==> config.mk <==
export PLATFORM = sky130hd
export DESIGN_NAME = fbo_host
export DESIGN_NICKNAME = d
export VERILOG_FILES = /design/src/fbo_pkg.sv /design/src/fbo_host.sv
export VERILOG_INCLUDE_DIRS = /design/src /design/src/src
export SDC_FILE = /design/constraint.sdc
export NUM_CORES = 1
export LEC_CHECK = 0
export BUFFER_PORTS_ARGS = -buffer_cell sky130_fd_sc_hd__buf_2
export CORE_ASPECT_RATIO = 1.2
export CORE_MARGIN = 8
export CORE_UTILIZATION = 50
export CTS_BUF_LIST = sky130_fd_sc_hd__clkbuf_16
export DETAILED_ROUTE_END_ITERATION = 8
export GPL_ROUTABILITY_DRIVEN = 0
export PLACE_DENSITY_LB_ADDON = 0.1
export SYNTH_ARGS = -nofsm -noshare
export SYNTH_HDL_FRONTEND = slang
export SYNTH_SLANG_ARGS = --single-unit
==> constraint.sdc <==
create_clock -name ref_clk_i -period 7.6 [get_ports ref_clk_i]
set_clock_uncertainty 0.15 [all_clocks]
set_input_delay 0 -clock ref_clk_i [delete_from_list [all_inputs] [get_ports ref_clk_i]]
set_output_delay 0 -clock ref_clk_i [all_outputs]
set_load 0.01 [all_outputs]
==> src/fbo_cfg.svh <==
// Timing counts and fixed values for the flash bus-operation host controller.
`ifndef FBO_CFG_SVH
`define FBO_CFG_SVH
`define FBO_CLK_HZ 10000000
`define FBO_T_SETUP_NS 100
`define FBO_T_SETUP_CYC ((`FBO_T_SETUP_NS * `FBO_CLK_HZ + 999999999) / 1000000000)
`define FBO_T_PROT_US 100
`define FBO_T_PROT_CYC ((`FBO_T_PROT_US * `FBO_CLK_HZ + 999999) / 1000000)
`define FBO_T_UNPROT_MS 10
`define FBO_T_UNPROT_CYC ((`FBO_T_UNPROT_MS * `FBO_CLK_HZ + 999) / 1000)
`define FBO_T_AUTOSTBY_NS 150
`define FBO_A_ZERO 0
`define FBO_A_ONE 1
`define FBO_A_SIX 6
`define FBO_A_NINE 9
`define FBO_A_TWELVE 12
`define FBO_A_FIFTEEN 15
`define FBO_BLK_LSB 13
`define FBO_STAT_PROT 8'h01
`define FBO_STAT_UNPROT 8'h00
`endif

==> src/fbo_pkg.sv <==
// Types shared by the flash bus-operation host controller.
`default_nettype none
package fbo_pkg;
  typedef enum logic [2:0] {
    FBO_OP_READ = 3'b000,
    FBO_OP_WRITE = 3'b001,
    FBO_OP_PROTECT = 3'b010,
    FBO_OP_PROT_VERIFY = 3'b011,
    FBO_OP_UNPROTECT = 3'b100,
    FBO_OP_UNPROT_VERIFY = 3'b101
  } fbo_op_e;
  typedef enum logic [2:0] {
    FBO_ST_IDLE = 3'b000,
    FBO_ST_SETUP = 3'b001,
    FBO_ST_STROBE = 3'b010,
    FBO_ST_SAMPLE = 3'b011,
    FBO_ST_RELEASE = 3'b100
  } fbo_state_e;
endpackage
`default_nettype wire

==> src/fbo_host.sv <==
// Host controller that drives the flash bus pins for reads, writes and protection.
`timescale 1ns/10ps
`default_nettype none
`include "fbo_cfg.svh"
module fbo_host
  import fbo_pkg::*;
(
  input wire logic ref_clk_i,
  input wire logic rst_b_i,
  input wire logic req_valid_i,
  output logic req_ready_o,
  input wire logic [2:0] req_op_i,
  input wire logic [18:0] req_addr_i,
  input wire logic [7:0] req_wdata_i,
  input wire logic req_sig_hv_i,
  input wire logic temp_unprotect_i,
  input wire logic hold_reset_i,
  output logic rsp_valid_o,
  output logic [7:0] rsp_rdata_o,
  output logic rsp_protected_o,
  output logic [18:0] addr_o,
  output logic chip_sel_n_o,
  output logic out_en_n_o,
  output logic wr_strobe_n_o,
  output logic reset_unprotect_n_o,
  output logic addr9_high_voltage_level_o,
  output logic out_en_high_voltage_level_o,
  output logic chip_sel_high_voltage_level_o,
  output logic reset_unprotect_high_voltage_level_o,
  output logic [7:0] dq_o,
  output logic dq_oe_o,
  input wire logic [7:0] dq_i
);
  // ****************************************************************
  // Input synchronisers
  // ****************************************************************
  logic [7:0] dq_meta_q;
  logic [7:0] dq_sync_q;
  always_ff @(posedge ref_clk_i or negedge rst_b_i) begin
    if (!rst_b_i) begin
      dq_meta_q <= 8'h00;
      dq_sync_q <= 8'h00;
    end else begin
      dq_meta_q <= dq_i;
      dq_sync_q <= dq_meta_q;
    end
  end

  // ****************************************************************
  // Sequencer
  // ****************************************************************
  localparam logic [19:0] SETUP_CYC = 20'(`FBO_T_SETUP_CYC);
  localparam logic [19:0] PROT_CYC = 20'(`FBO_T_PROT_CYC);
  localparam logic [19:0] UNPROT_CYC = 20'(`FBO_T_UNPROT_CYC);
  // Two cycles cover the two sync stages before sampling; the setup cycle covers the output register lag.
  localparam logic [19:0] SAMPLE_CYC = 20'(`FBO_T_SETUP_CYC + 2);

  fbo_state_e state_q;
  fbo_op_e op_q;
  logic [19:0] cnt_q;
  logic [7:0] wdata_q;
  logic sig_hv_q;

  function automatic logic is_read_op(input fbo_op_e op);
    is_read_op = (op == FBO_OP_READ) || (op == FBO_OP_PROT_VERIFY) ||
                 (op == FBO_OP_UNPROT_VERIFY);
  endfunction

  // Strobe low time depends on the operation; plain writes use the setup count, reads and verifies two cycles more.
  function automatic logic [19:0] strobe_len(input fbo_op_e op);
    if (op == FBO_OP_PROTECT) begin
      strobe_len = PROT_CYC;
    end else if (op == FBO_OP_UNPROTECT) begin
      strobe_len = UNPROT_CYC;
    end else if (is_read_op(op)) begin
      strobe_len = SAMPLE_CYC;
    end else begin
      strobe_len = SETUP_CYC;
    end
  endfunction

  assign req_ready_o = (state_q == FBO_ST_IDLE) && !hold_reset_i;

  always_ff @(posedge ref_clk_i or negedge rst_b_i) begin
    if (!rst_b_i) begin
      state_q <= FBO_ST_IDLE;
      cnt_q <= 20'h00000;
    end else begin
      case (state_q)
        FBO_ST_IDLE: begin
          if (req_valid_i && req_ready_o) begin
            state_q <= FBO_ST_SETUP;
            cnt_q <= SETUP_CYC;
          end
        end
        FBO_ST_SETUP: begin
          if (cnt_q <= 20'h00001) begin
            state_q <= FBO_ST_STROBE;
            cnt_q <= strobe_len(op_q);
          end else begin
            cnt_q <= cnt_q - 20'h00001;
          end
        end
        FBO_ST_STROBE: begin
          if (cnt_q <= 20'h00001) begin
            state_q <= is_read_op(op_q) ? FBO_ST_SAMPLE : FBO_ST_RELEASE;
            cnt_q <= SETUP_CYC;
          end else begin
            cnt_q <= cnt_q - 20'h00001;
          end
        end
        FBO_ST_SAMPLE: begin
          state_q <= FBO_ST_RELEASE;
          cnt_q <= SETUP_CYC;
        end
        FBO_ST_RELEASE: begin
          if (cnt_q <= 20'h00001) begin
            state_q <= FBO_ST_IDLE;
          end else begin
            cnt_q <= cnt_q - 20'h00001;
          end
        end
        default: begin
          state_q <= FBO_ST_IDLE;
        end
      endcase
    end
  end

  // ****************************************************************
  // Request capture and address formation
  // ****************************************************************
  always_ff @(posedge ref_clk_i or negedge rst_b_i) begin
    if (!rst_b_i) begin
      op_q <= FBO_OP_READ;
      wdata_q <= 8'h00;
      sig_hv_q <= 1'b0;
      addr_o <= 19'h00000;
    end else if (state_q == FBO_ST_IDLE && req_valid_i && req_ready_o) begin
      op_q <= fbo_op_e'(req_op_i);
      wdata_q <= req_wdata_i;
      sig_hv_q <= req_sig_hv_i;
      addr_o <= req_addr_i;
      if (fbo_op_e'(req_op_i) == FBO_OP_PROT_VERIFY) begin
        addr_o[`FBO_A_ZERO] <= 1'b0;
        addr_o[`FBO_A_SIX] <= 1'b0;
        addr_o[`FBO_A_ONE] <= 1'b1;
      end else if (fbo_op_e'(req_op_i) == FBO_OP_UNPROT_VERIFY) begin
        addr_o[`FBO_A_ZERO] <= 1'b0;
        addr_o[`FBO_A_SIX] <= 1'b1;
        addr_o[`FBO_A_ONE] <= 1'b1;
      end else if (fbo_op_e'(req_op_i) == FBO_OP_UNPROTECT) begin
        addr_o[`FBO_A_TWELVE] <= 1'b1;
        addr_o[`FBO_A_FIFTEEN] <= 1'b1;
      end else if (fbo_op_e'(req_op_i) == FBO_OP_READ && req_sig_hv_i) begin
        addr_o[`FBO_A_ONE] <= 1'b0;
      end
    end
  end

  // ****************************************************************
  // Pin drive
  // ****************************************************************
  // Chip select stays high outside a cycle so the device can stand by.
  always_ff @(posedge ref_clk_i or negedge rst_b_i) begin
    if (!rst_b_i) begin
      chip_sel_n_o <= 1'b1;
      out_en_n_o <= 1'b1;
      wr_strobe_n_o <= 1'b1;
      dq_o <= 8'h00;
      dq_oe_o <= 1'b0;
    end else begin
      chip_sel_n_o <= (state_q == FBO_ST_IDLE) || (state_q == FBO_ST_RELEASE);
      out_en_n_o <= !(is_read_op(op_q) && (state_q == FBO_ST_STROBE));
      wr_strobe_n_o <= !(!is_read_op(op_q) && (state_q == FBO_ST_STROBE));
      // Data outlives the strobe by one release phase, covering the earlier rise.
      dq_o <= wdata_q;
      dq_oe_o <= (op_q == FBO_OP_WRITE) &&
                 ((state_q == FBO_ST_SETUP) || (state_q == FBO_ST_STROBE) ||
                  (state_q == FBO_ST_RELEASE));
    end
  end

  // The A9, OE and CS high-voltage qualifiers are held over the whole cycle, setup to release.
  always_ff @(posedge ref_clk_i or negedge rst_b_i) begin
    if (!rst_b_i) begin
      addr9_high_voltage_level_o <= 1'b0;
      out_en_high_voltage_level_o <= 1'b0;
      chip_sel_high_voltage_level_o <= 1'b0;
      reset_unprotect_high_voltage_level_o <= 1'b0;
      reset_unprotect_n_o <= 1'b0;
    end else begin
      addr9_high_voltage_level_o <= (state_q != FBO_ST_IDLE) &&
        ((op_q == FBO_OP_PROTECT) || (op_q == FBO_OP_UNPROTECT) ||
         (op_q == FBO_OP_PROT_VERIFY) || (op_q == FBO_OP_UNPROT_VERIFY) ||
         (op_q == FBO_OP_READ && sig_hv_q));
      out_en_high_voltage_level_o <= (state_q != FBO_ST_IDLE) &&
        ((op_q == FBO_OP_PROTECT) || (op_q == FBO_OP_UNPROTECT));
      chip_sel_high_voltage_level_o <= (state_q != FBO_ST_IDLE) &&
        (op_q == FBO_OP_UNPROTECT);
      reset_unprotect_high_voltage_level_o <= temp_unprotect_i && !hold_reset_i;
      reset_unprotect_n_o <= !hold_reset_i;
    end
  end

  // ****************************************************************
  // Response
  // ****************************************************************
  always_ff @(posedge ref_clk_i or negedge rst_b_i) begin
    if (!rst_b_i) begin
      rsp_valid_o <= 1'b0;
      rsp_rdata_o <= 8'h00;
      rsp_protected_o <= 1'b0;
    end else begin
      rsp_valid_o <= (state_q == FBO_ST_SAMPLE) ||
                     ((state_q == FBO_ST_RELEASE) && (cnt_q <= 20'h00001) &&
                      !is_read_op(op_q));
      if (state_q == FBO_ST_SAMPLE) begin
        rsp_rdata_o <= dq_sync_q;
        rsp_protected_o <= (dq_sync_q == `FBO_STAT_PROT);
      end
    end
  end
endmodule
`default_nettype wire

; ---- Word-level counts from Yosys, hierarchy flattened
; Index checks and enable logic that the tools add are counted.
[word_totals]
reg_bits = 97
inputBits = 44
out_inout_bits = 47
wordCells = 104
[classes]
n_addsub = 1
n_lt_le_gt_ge = 1
n_eq_ne = 18
muxes = 27
reduce_logical = 36
[ops]
columns = cell, count
row1 = case mux 20 bit (5 select lines), 1
row2 = 2-to-1 mux 20 bit, 4
row3 = 2-to-1 mux 17 bit, 2
row4 = <= comparator 20 x 1 -> 1 bit (second input constant), 1
row5 = subtractor 20 x 1 -> 20 bit (second input constant), 1
row6 = == test 3 x 2 -> 1 bit (second input constant), 5
row7 = == test 3 bit (second input constant), 5
row8 = logical AND 1 bit, 15
row9 = 2-to-1 mux 3 bit, 5
row10 = case mux 3 bit (5 select lines), 1
row11 = 2-to-1 mux 1 bit, 12
row12 = logical OR 1 bit, 10
row13 = logical NOT 3 bit, 3
row14 = == test 8 x 1 -> 1 bit (second input constant), 1
row15 = inequality test 2 bit (second input constant), 4
row16 = == test 3 x 1 -> 1 bit (second input constant), 2
row17 = nonzero test 5 bit, 1
row18 = logical NOT 1 bit, 4
row19 = 2-to-1 mux 2 bit, 2
row20 = AND reduction 4 bit, 1
row21 = AND reduction 3 bit, 1
row22 = nonzero test 3 bit, 1
row23 = inequality test 2 x 1 -> 1 bit (second input constant), 1

; ---- Depth between registers and ports, before layout
; Gate-level depths: netlist (run 1).
[depth]
depth_word = 8
ltp_mapped = 9
ltp_nobuf = 8

; ---- Worst setup path before layout (run 1)
; OpenSTA, ideal clock, no wires.
[synth_timing]
kind = register to register
startpoint = register cnt_q[8]
endpoint = register cnt_q[9]
setup_ns = 0.087
arrival_time_ns = 2.328
t_required_ns = 7.363
slack_ns = 5.035
path_stages_with_launch = 9
path_buffers = 2
period_less_slack_ns = 2.565
cell_sequence = dfrtp_1 -> or4_4 -> or2_1 -> buf_6 -> or3_1 -> buf_6 -> a21oi_4 -> a211oi_1 -> a211oi_2
[synth_between]
elab_chain_len = 3
elab_cells_between_ends = 8
classes_between = 1 x add/sub / 1 x order compare / 1 x eq/ne / 4 x mux / 1 x reduce/logical
[synth_lines]
columns = element, line
row1 = "start, declared", fbo_host.sv:60  ; logic [19:0] cnt_q;
row2 = "start signal, assigned", fbo_host.sv:99  ; cnt_q <= strobe_len(op_q);
row3 = "start signal, assigned", fbo_host.sv:101  ; cnt_q <= cnt_q - 20'h00001;
row4 = "start signal, assigned", fbo_host.sv:109  ; cnt_q <= cnt_q - 20'h00001;
row5 = subtractor 20 x 1 -> 20 bit / <= comparator 20 x 1 -> 1 bit (equally long branches), --
row6 = 2-to-1 mux 20 bit (tied with other cells), fbo_host.sv:117  ; if (cnt_q <= 20'h00001) begin
row7 = case mux 20 bit (5 select lines) / AND reduction 3 bit (equally long branches), --
; Several ways; a longest one is shown, not always the timed one. The select of a mux whose other input is x is not followed.
; A chain may end at the register's enable or synchronous reset.

; ---- Worst setup path in the final report (run 1)
; Ends and elaborated chain as after synthesis.

==> results of run 1 <==
==> final timing paths <==
| kind | cells after the start | start | endpoint |
|---|---|---|---|
| worst max register to register | 6 | cnt_q[8] | cnt_q[9] |
| max in group asynchronous | 4 | rst_b_i | rsp_rdata_o[0] |
| worst max-delay path | 6 | cnt_q[8] | cnt_q[9] |
| worst min register to register | 0 | dq_meta_q[6] | dq_sync_q[6] |
| worst min-delay path | 2 | dq_i[1] | dq_meta_q[1] |
| min in group asynchronous | 4 | rst_b_i | dq_o[1] |
==> cells by family after synthesis <==
logic type / count (synthesis) / share of synthesized area [%]
xor+xnor: 8 / 1.72
mux: 33 / 9.12
flops: 97 / 59.7
fa+ha+maj: 2 / 0.614
compound gates: 73 / 12.0
simple gates: 111 / 14.3
buf+inv: 22 / 2.61
==> cell type report <==
class                      instances  area (µm²)  share of cell area (%)
sequential                        97        2430                    45.2
multi-input combinational        227        1540                    28.6
timing repair buffer             141         966                    18.0
clock buffer                       9         225                    4.19
tap                               95         119                    2.21
clock inverter                     7        70.1                    1.30
inverter                           7        26.3                   0.489
==> report_power, final <==
part           leakage, nW  switching (mW)  internal [mW]
logic                 1.28          0.0195         0.0272
registers             1.24         0.00179          0.521
clock network        0.141           0.195          0.254
total                 2.66           0.217          0.803
==> sequential cells by signal, indices dropped and copies added (netlist names), 3 cells and up <==
signal / flops
dq_sync_q: 8
cnt_q: 20
dq_o: 8
rsp_rdata_o: 8
addr_o: 19
state_q: 3
wdata_q: 8
op_q: 3
dq_meta_q: 8
==> routing by layer <==
metal	vias up	GRT usage (%)	share of wire [%]	routed length (µm)
li1	1509	-	-	-
met1	1503	19.8	41	3920
met2	71	29.7	49	4640
met3	26	6.30	6.4	604
met4	0	10.1	3.2	303
met5	-	0	0	0
==> worst max-delay path, delay by kind of cell, from the launching register on <==
kind,cells,cell delay [ps]
AO/OA/AOI/OAI,3,890
AND/OR/NAND/NOR,3,1460
flip-flops,1,420
==> synth_stat cells (all sizes together) (3+ instances only) <==
library cell	instances	area, µm²
buf	4	38.8
nand2	27	101
or2	3	18.8
inv	7	26.3
nor2b	8	50.1
a21oi	18	105
a211oi	7	57.6
or3	7	43.8
a22oi	3	22.5
clkbuf	11	41.3
nor3	14	75.1
nand3	4	20.0
dfstp	3	78.8
o31ai	6	45.0
nor2	23	86.3
or4	4	33.8
xnor2	8	70.1
o21ai	19	95.1
o211ai	3	22.5
nand2b	7	43.8
dfrtp	94	2350
mux2	33	372
nor4	4	25.0
==> run summary, run 1 <==
The via count of the first global-routing pass is 3257, and the starting density of the core is 50.8%. The logs give 0 for the antenna cell count and 340 ps for the clock insertion delay at the later pin of the skew report. The number of nets produced by synthesis is 392. Setup repair after global routing left no endpoint under its margin. Dividing the detail-routed via count by the number of cells gives 5.33. The clock tree buffer depth is 2. The run gives 0 as the initial antenna violation count. Compared with the post-synthesis result, the final layout area differs by 31.9%.

In this run the post-CTS setup repair buffer count came out at 0. The shortest clock period the worst path allows after layout works out to 3000 ps. The number of primary I/O pins came out at 91. The count of nets left with antenna violations once routing finished came out at 0.

The remaining global-route overflow is 0, and the instance area after placement is 0.00459 mm². Buffer type at the clock tree root: clkbuf_16. Dividing the synthesized area by the synthesized cell count gives 11.8 µm². In this design, the stage delay of the slowest critical-path cell is 570 ps.

The minimum setup slack after placement was 4610 ps; the floorplan die width was 98.4 µm. The number of buffer cells added on primary ports works out to 90. For the worst setup path, the data required time is 7710 ps.

Clock-pin slew was measured on the worst setup and hold paths at 70 ps. Setup violations remaining at the end of the flow were counted as 0. Before antenna repair, the detailed router went through 4 iterations. For the total via count after detailed routing, the log shows 3109. The total clock buffers created by CTS came out at 9. The worst path uses 39.5% of the clock period. The cell area that synthesis handed to floorplanning was 0.00407 mm².

After technology mapping, the gate count stands at 346. In the final layout, the share of cells above drive strength 1 is 31.1%. For the final routed database, the setup TNS stands at 0 ps. For the number of non-filler instances in the completed layout, the log shows 583. The run finished with clean final reports.

For this design, the slowest cell found on the critical path is or4_4. STA classifies the critical path startpoint as a register. For the data arrival at the endpoint of the critical path, the log shows 3110 ps.

The tools report the reg-to-reg setup timing slack as 4600 ps. The most used flip-flop cell after synthesis is dfrtp_1. The total of max-cap violations came out at 0. The count of different cell masters after synthesis was 51; the post-synthesis async set-or-reset flop share was 100%. The number of synthesized register bits was 97; the core footprint was 0.00802 mm².

The cell row count is 36, and the peak supply drop is 0.187 mV. The top cell types in the final layout, fill and taps aside, are 94 x dfrtp_1, 89 x buf_2, 47 x dlygate4sd3_1, 33 x mux2_2, 27 x nand2_1. Final net count: 529. For the sum of net half-perimeters after detailed placement, the log shows 6.26 mm. For this design, the sink count on the clock tree is 97.

The signal on the critical path passes through or4_4 -> or2_1 -> or3_1 -> a21oi_4 -> a211oi_1 -> a211oi_2. TritonCTS built the clock tree. For the count of pins over their slew limit, the log shows 0. For this design the ratio of total power to cell area is 190 mW/mm². Gates resized during post-CTS repair numbered 0. The first global-routing pass estimated 16.1 mm of wire. The final standard cell area without fillers was 0.00537 mm²; the number of synthesized flops with an enable pin was 0. In the final routed layout, each cell accounts on average for 16.2 µm. Cells fill 67.0% of the core in the end.

Of all nets on the critical path, the largest fanout is 19. For the pin with the worst max-slew slack, the measured transition is 787 ps. The filler cells instantiated in the layout total 613.

Across all setup checks in the final design, the least slack found is 4600 ps. The Yosys step of the flow raised 0 warnings. The sequential area share after synthesis came out at 59.7%. After detailed placement, the design holds a cell count of 519. In this run the number of H-tree levels came out at 3. The DRC violation total after the first TritonRoute iteration is 116.

The tools report the number of hold buffers added after cts as 48. The tools report the maximum number of pins on one net before global-route repair as 66. Die height: 115 µm.

The highest clock rate came out at 0.333 GHz. The wire length reported by the detailed router was 9.46 mm; the final hold violation count was 0. The most common cell after layout, fill and taps aside was dfrtp_1. The die covers 0.0113 mm².

For this design the static power due to leakage is 2.66 nW. The classification of the worst-slack hold path was input port to register. Global routing used 17.9% of the available tracks.

The total power is 1.02 mW. Across all hold checks on the routed design, the worst slack comes to 143 ps. For this run, design rule violations remaining after detail routing come to 0. Path type of the worst setup path: register to register. The worst max-slew margin expressed relative to the limit is 47.5%.

The tools report the endpoint class of the critical path as a register.
Note: power is estimated with default switching activity, not from simulation.
==> run 2: changes to the inputs <==
- ABC_AREA: unset -> 1
- CORE_UTILIZATION: 50 -> 49
- clock period: 7.6 -> 2.6 ns (I/O delays scaled with it)
==> run 2 against run 1 <==
Global-route usage is 0.60 points higher. Non-clock buffer count is 1 higher. Synthesized cell count is 34% higher. Wire length is 6.1% higher. Core utilization is 1.3 points lower. Area after synthesis is 2.0% higher. Setup slack worse by 4400 ps. Register-to-register slack worse by 4400 ps. Critical path depth is 4 higher. First-iteration DRC count stayed put. Die area is 3.5% higher.
==> run summary, run 2 <==
In the final layout, the share of cells above drive strength 1 is 22.8%. The tree built by TritonCTS fans out to 97 sinks. The number of synthesized register bits is 97. The critical path goes through inv_1 -> nand2_2 -> nor2_4 -> nand3_2 -> buf_4 -> clkinv_1 -> buf_4 -> nand3_1 -> dlygate4sd3_1 -> nand2_1. The run finished with clean final reports. The tools report the via count of the first global-routing pass as 3728. After detailed routing, the number of remaining DRC violations is 0. Clock-pin slew was measured on the worst setup and hold paths at 70 ps. The register with the most flip-flops in the layout has 20 of them. The H-tree was split into 3 levels.

The tools report the highest clock rate as 0.414 GHz. The tools report the buffer type at the clock tree root as clkbuf_16. Final standard cell area without fillers: 0.00554 mm². By area the synthesized netlist is led by dfrtp_1 57%, nand2_1 15%, inv_1 4.0%, nor2_1 3.7%, xor2_1 2.7%. The gate count of the mapped netlist was 464; the setup-violating endpoint count in the final report was 0. Using the TritonRoute via totals, the vias-per-cell ratio works out to 4.76. The floorplan step set the die width to 100 µm. Prior to clock tree synthesis, the placed netlist has a worst setup slack of 523 ps.

The period utilization works out to 92.9%. Initial antenna violation count: 0. The largest registers in the layout are cnt_q: 20 flops, addr_o: 19 flops. Counting I/O delays and the setup requirement, the final critical path takes 2420 ps. The total clock buffers created by CTS was 9; the number of iterations in the first detailed-routing pass was 4. The count of different cell masters after synthesis is 36. Detailed placement ended at an HPWL of 6.82 mm. By instance count, the leading cell after synthesis is nand2_1. In the layout the commonest cells are 165 x nand2_1, 94 x dfrtp_1, 89 x buf_2, 47 x dlygate4sd3_1, 44 x inv_1.

The routed design has 10.0 mm of wire. The count of pins over their slew limit was 0; the number of synthesized flops with an enable pin was 0. For the number of nets produced by synthesis, the log shows 510. The first routing iteration left 116 violations. The die height is 117 µm, and the sequential area share after synthesis is 58.5%.

The areal power density over the cells came out at 1210 mW/mm². The final hold violation count came out at 0. The static leakage is 2.92 nW, and the largest stage delay on the critical path is 570 ps.

The reg-to-reg setup timing slack was 180 ps. The biggest fanout along the worst timing path works out to 26. Once routing completed, OpenROAD measured the worst setup slack at 185 ps. Summing all placed instances gives a cell area of 0.00474 mm². The core region is 0.00843 mm². Registers take 0.00243 mm². For the cell row count, the log shows 37. The run gives 0 ps as the total negative slack. During I/O placement, the number of pins put on the boundary was 91. STA classifies the critical path endpoint as a register. Entering global routing, the biggest net connects 79 pins.

Dividing the detail-routed wire length by the instance count gives 13.7 µm. The most common cell after layout, fill and taps aside was nand2_1. The layout has 713 filler cells. The minimum hold slack is 45.8 ps. The total die area is 0.0117 mm², and the total global-route track usage is 18.5%.

The starting density of the core is 49.3%, and the post-synthesis async set-or-reset flop share is 100%. The detailed router placed 3476 vias in this run. The classification of the worst-slack hold path was input port to register.

For the worst max-slew margin expressed relative to the limit, the log shows 36.1%. Setup repair after global routing left no endpoint under its margin. The detail route stage leaves a number of antenna-violating nets equal to 0. The top cell type by area accounts for 56.6% of the synthesized area.

Yosys printed 0 warnings. The cell repeated most along the worst path was buf_4. The tools report the required arrival time at the worst endpoint as 2730 ps. TritonCTS built the clock tree.

The worst-path cell with the longest stage delay was dlygate4sd3_1. The path type of the worst setup path was register to register. Leading area contributor after synthesis: dfrtp_1.

The run gives 655 as the final net count. For this run, the leading register cell type out of synthesis is dfrtp_1. In the final layout, the multi-input gates occupy 0.00149 mm².

The number of buffers and inverters on the critical path is 5. Global-route wire length before repair: 17.1 mm. Remaining global-route overflow: 0. The cell family contributing the most delay on the critical path was buffers and inverters. cnt_q holds more flip-flops than any other register. Counting instances in the post-synthesis netlist gives the leading cell types as 165 x nand2_1, 94 x dfrtp_1, 44 x inv_1. The number of buffer cells added on primary ports was 90; the antenna cell count was 0. The peak supply drop was 0.776 mV; the mean instance size in the synthesized netlist was 8.95 µm².

The cell area that synthesis handed to floorplanning was 0.00415 mm². Transition time of the tightest slew-check pin: 959 ps. The area growth from synthesis to layout was 33.3%; the data arrival at the endpoint of the critical path was 2550 ps. The later pin in the worst-skew pair is clocked with a latency of 340 ps. The clock tree buffer depth was 2.

STA classifies the critical path startpoint as a register. The total of max-cap violations is 0.
[run 2: cell count changes in the layout (fill, tap and decap cells not counted), sizes merged, moves of 8 or more]
cell | previous run | this run
xor2 | 0 | 13
mux2 | 33 | 0
nor2b | 8 | 0
nor2 | 23 | 51
o21ai | 19 | 27
nand3 | 4 | 15
nand2 | 27 | 170
inv | 9 | 50
a21oi | 18 | 5
[run 2: cell families after synthesis]
family	after synthesis	share of synthesized area, %
AND/OR/NAND/NOR	251	26.3
XOR/XNOR	16	3.37
flip-flops	97	58.5
adder cells (fa/ha/maj)	2	0.602
buffers and inverters	57	5.66
AO/OA/AOI/OAI	41	5.51
[run 2: layout make-up]
| class | instances | share of cell area [%] |
|---|---|---|
| Multi-Input combinational cell | 310 | 26.9 |
| Inverter | 49 | 3.32 |
| Timing Repair Buffer | 142 | 17.4 |
| Clock buffer | 9 | 4.07 |
| Clock inverter | 7 | 1.85 |
| Sequential cell | 97 | 43.9 |
| Tap cell | 117 | 2.64 |
[run 2: what timing repair did]
item,CTS,global route
hold endpoints to repair,114,0
resized for setup,0,0
setup buffers,0,0
endpoints found under the setup margin,0,0
hold buffers,47,0
[run 2: report_power, final]
part           total, mW  internal, mW  switching, mW
Combinational       2.87          1.03           1.85
Sequential          2.41          2.06          0.346
Clock               1.42         0.852          0.572
Total               6.70          3.94           2.76
[run 2: layer usage]
layer  track usage, %  up-vias  part of all wire, %
met1             21.1     1630                   41
met5                0        -                    0
met2             32.2       94                   51
met4             7.78        0                  2.7
li1                 -     1732                    -
met3             5.03       20                  5.5
[run 2: worst reg2reg max path, cell delays in order, from the launching register on]
cell	delay, ps
dfrtp_1	400
inv_1	110
nand2_2	120
nor2_4	180
nand3_2	110
buf_4	220
clkinv_1	60
buf_4	260
nand3_1	120
dlygate4sd3_1	570
nand2_1	60
[run 2: stage by stage]
| step | util, % | total power, mW | std cells |
|---|---|---|---|
| floorplan | - | 4.35 | 464 |
| global placement | 56.3 | 5.17 | 668 |
| detailed placement | 56.3 | 5.23 | 668 |
| CTS | 65.7 | 6.76 | 731 |
| global route | 65.7 | 7.26 | 731 |
| finish | 65.7 | 6.70 | 731 |
[run 2: final timing paths]
check / start / endpoint / cells past startpoint
min in group asynchronous: rst_b_i / cnt_q[9] / 2
worst min register to register: dq_meta_q[6] / dq_sync_q[6] / 0
worst max register to register: state_q[1] / addr_o[0] / 10
worst max-delay path: state_q[1] / addr_o[0] / 10
worst min-delay path: req_valid_i / addr_o[3] / 5
max in group asynchronous: rst_b_i / dq_o[7] / 3
==> run 3: changes to the inputs <==
- CTS_BUF_LIST: sky130_fd_sc_hd__clkbuf_16 -> unset
==> run 3 against run 2 <==
Hold slack got worse by 21 ps. First-iteration DRC count increased by 32%. Core utilization about the same. Sequential power about the same. Largest power group unchanged.
==> run summary, run 3 (synthesis results as in run 2) <==
For this block, the routed nets add up to 10.2 mm of wire. The period utilization is 94.3%, and the antenna cell count is 0. The final net count is 664, and the via count of the first global-routing pass is 3759. After routing, the total negative slack on setup checks comes to 0 ps.

The number of iterations in the first detailed-routing pass came out at 4. The initial antenna violation count is 0, and the floorplan die width is 100 µm. The final hold violation count is 0, and the count of pins over their slew limit is 0. The count of nets left with antenna violations once routing finished came out at 0.

The logs give 2560 ps for the data arrival at the endpoint of the critical path and 0 for the remaining global-route overflow. The minimum hold slack was 24.8 ps. The total of fill cells in the finished design was 714.

Element type at the critical path start: a register. The share of post-route cells with drive strength above 1 is 22.5%. In this run the worst hold path is classified as input port to register. CTS saw 97 sinks. The post-route worst setup slack came out at 148 ps. IR analysis of the VDD net gives a maximum drop of 0.660 mV. For the worst-skew pair, the clock arrives at the later sink with an insertion delay of 360 ps. The floorplan has 37 rows.

In the final layout, the registers with the most flip-flops are cnt_q: 20 flops, addr_o: 19 flops. Power spread over the standard cell area amounts to 1170 mW/mm². Total clock buffers created by CTS: 9. The register with the most flip-flops in the layout has 20 of them. For the detailed-route DRC error count, the log shows 0. The run gives 3489 as the total via count after detailed routing. The H-tree was split into 3 levels. For this configuration, the core starts out at a cell density of 49.3%. The transition time of the tightest slew-check pin works out to 959 ps. The setup-violating endpoint count in the final report was 0. Clock-pin slew was measured on the worst setup and hold paths at 90 ps.

Most common cell after layout, fill and taps aside: nand2_1. Across the run, the number of max-cap violations was 0. In this run the deepest clock path goes through 2 buffers. The via-per-instance ratio was 4.71. The count of buffers added on input and output ports is 90.

The worst max-slew margin expressed relative to the limit was 36.1%; the shortest clock period the worst path allows after layout was 2450 ps. The die is 117 µm tall. In the layout the commonest cells are 165 x nand2_1, 94 x dfrtp_1, 89 x buf_2, 56 x dlygate4sd3_1, 44 x inv_1. For this run, the total global-route usage over all layers was measured as 18.8%. STA classifies the critical path endpoint as a register.

The path type of the worst setup path is register to register. The analysis attributes to cell leakage a power of 2.92 nW. In the final routed layout, each cell accounts on average for 13.8 µm. The register with the most flip-flops in the final layout is cnt_q. The logs give 17.3 mm for the global-route wire length before repair and 0.0117 mm² for the total die area. CTS placed an instance of clkbuf_8 at the clock tree root. Setup repair after global routing left no endpoint under its margin.

The logs give 153 for the DRC violation total after the first TritonRoute iteration and 523 ps for the minimum setup slack after placement. The tools report the maximum number of pins on one net before global-route repair as 79. The area growth from synthesis to layout is 33.2%, and the core footprint is 0.00843 mm². TritonCTS built the clock tree. The run finished with clean final reports. Sum of net half-perimeters after detailed placement: 6.82 mm. For this run, the top clock speed supported by timing is 0.408 GHz.

The biggest fanout along the worst timing path works out to 26. The required arrival time at the worst endpoint is 2710 ps. During I/O placement, the number of pins put on the boundary was 91.
-- run 3: cell types whose count changed in the layout (fill, tap and decap cells not counted) --
cell           delta
buf_4             -1
clkbuf_16         -9
buf_8             +1
clkbuf_8          +9
dlygate4sd3_1     +9
-- run 3: final timing paths --
kind | from | to | slack [ps] | cells after the start
setup / recovery | state_q[1] | addr_o[1] | 150 | 10
hold / removal | req_valid_i | wdata_q[4] | 20 | 5
setup reg to reg | state_q[1] | addr_o[1] | 150 | 10
hold reg to reg | dq_meta_q[6] | dq_sync_q[6] | 200 | 0
max in group asynchronous | rst_b_i | dq_o[7] | 1380 | 3
min in group asynchronous | rst_b_i | cnt_q[9] | 180 | 2
-- run 3: metrics by stage --
step / std cells / utilization (%) / total power, mW / instance area (µm²)
finish: 740 / 65.7 / 6.46 / 5530
global route: 740 / 65.7 / 7.02 / 5530
CTS: 740 / 65.6 / 6.49 / 5530
detailed placement: 668 / 56.3 / 5.23 / 4740
global placement: 668 / 56.3 / 5.17 / 4740
floorplan: 464 / - / 4.35 / 4150
-- run 3: area by class of cell --
type                       count  area [µm²]  area share (%)
clock buffer                   9         124            2.24
multi-input combinational    310        1490            26.9
clock inverter                 7         103            1.85
sequential                    97        2430            43.9
timing repair buffer         151        1060            19.1
tap                          117         146            2.65
inverter                      49         184            3.32
-- run 3: timing repair --
item                       4_1_cts  5_1_grt
hold endpoints to repair       114        0
setup buffers                    0        0
setup endpoints to repair        0        2
resized for setup                0        2
hold buffers                    56        0
-- run 3: worst max-delay path, cell delays in order, from the launching register on --
cell and delay, ps:
dfrtp_1 410, inv_1 100, nand2_2 120, nor2_4 180, nand3_2 110, buf_4 220
clkinv_1 80, buf_8 180, nand3_1 100, dlygate4sd3_1 580, o21a_1 100
-- run 3: power breakdown --
| group | total, mW | switching, mW | internal, mW |
|---|---|---|---|
| sequential | 2.40 | 0.345 | 2.06 |
| combinational | 2.97 | 1.86 | 1.11 |
| clock | 1.09 | 0.535 | 0.552 |
-- run 3: per-layer routing --
layer | vias up | GRT usage (%) | wire length, µm
li1 | 1748 | - | -
met1 | 1648 | 21.6 | 4180
met2 | 75 | 32.7 | 5310
met3 | 18 | 4.32 | 480
met4 | 0 | 8.48 | 246
met5 | - | 0 | 0
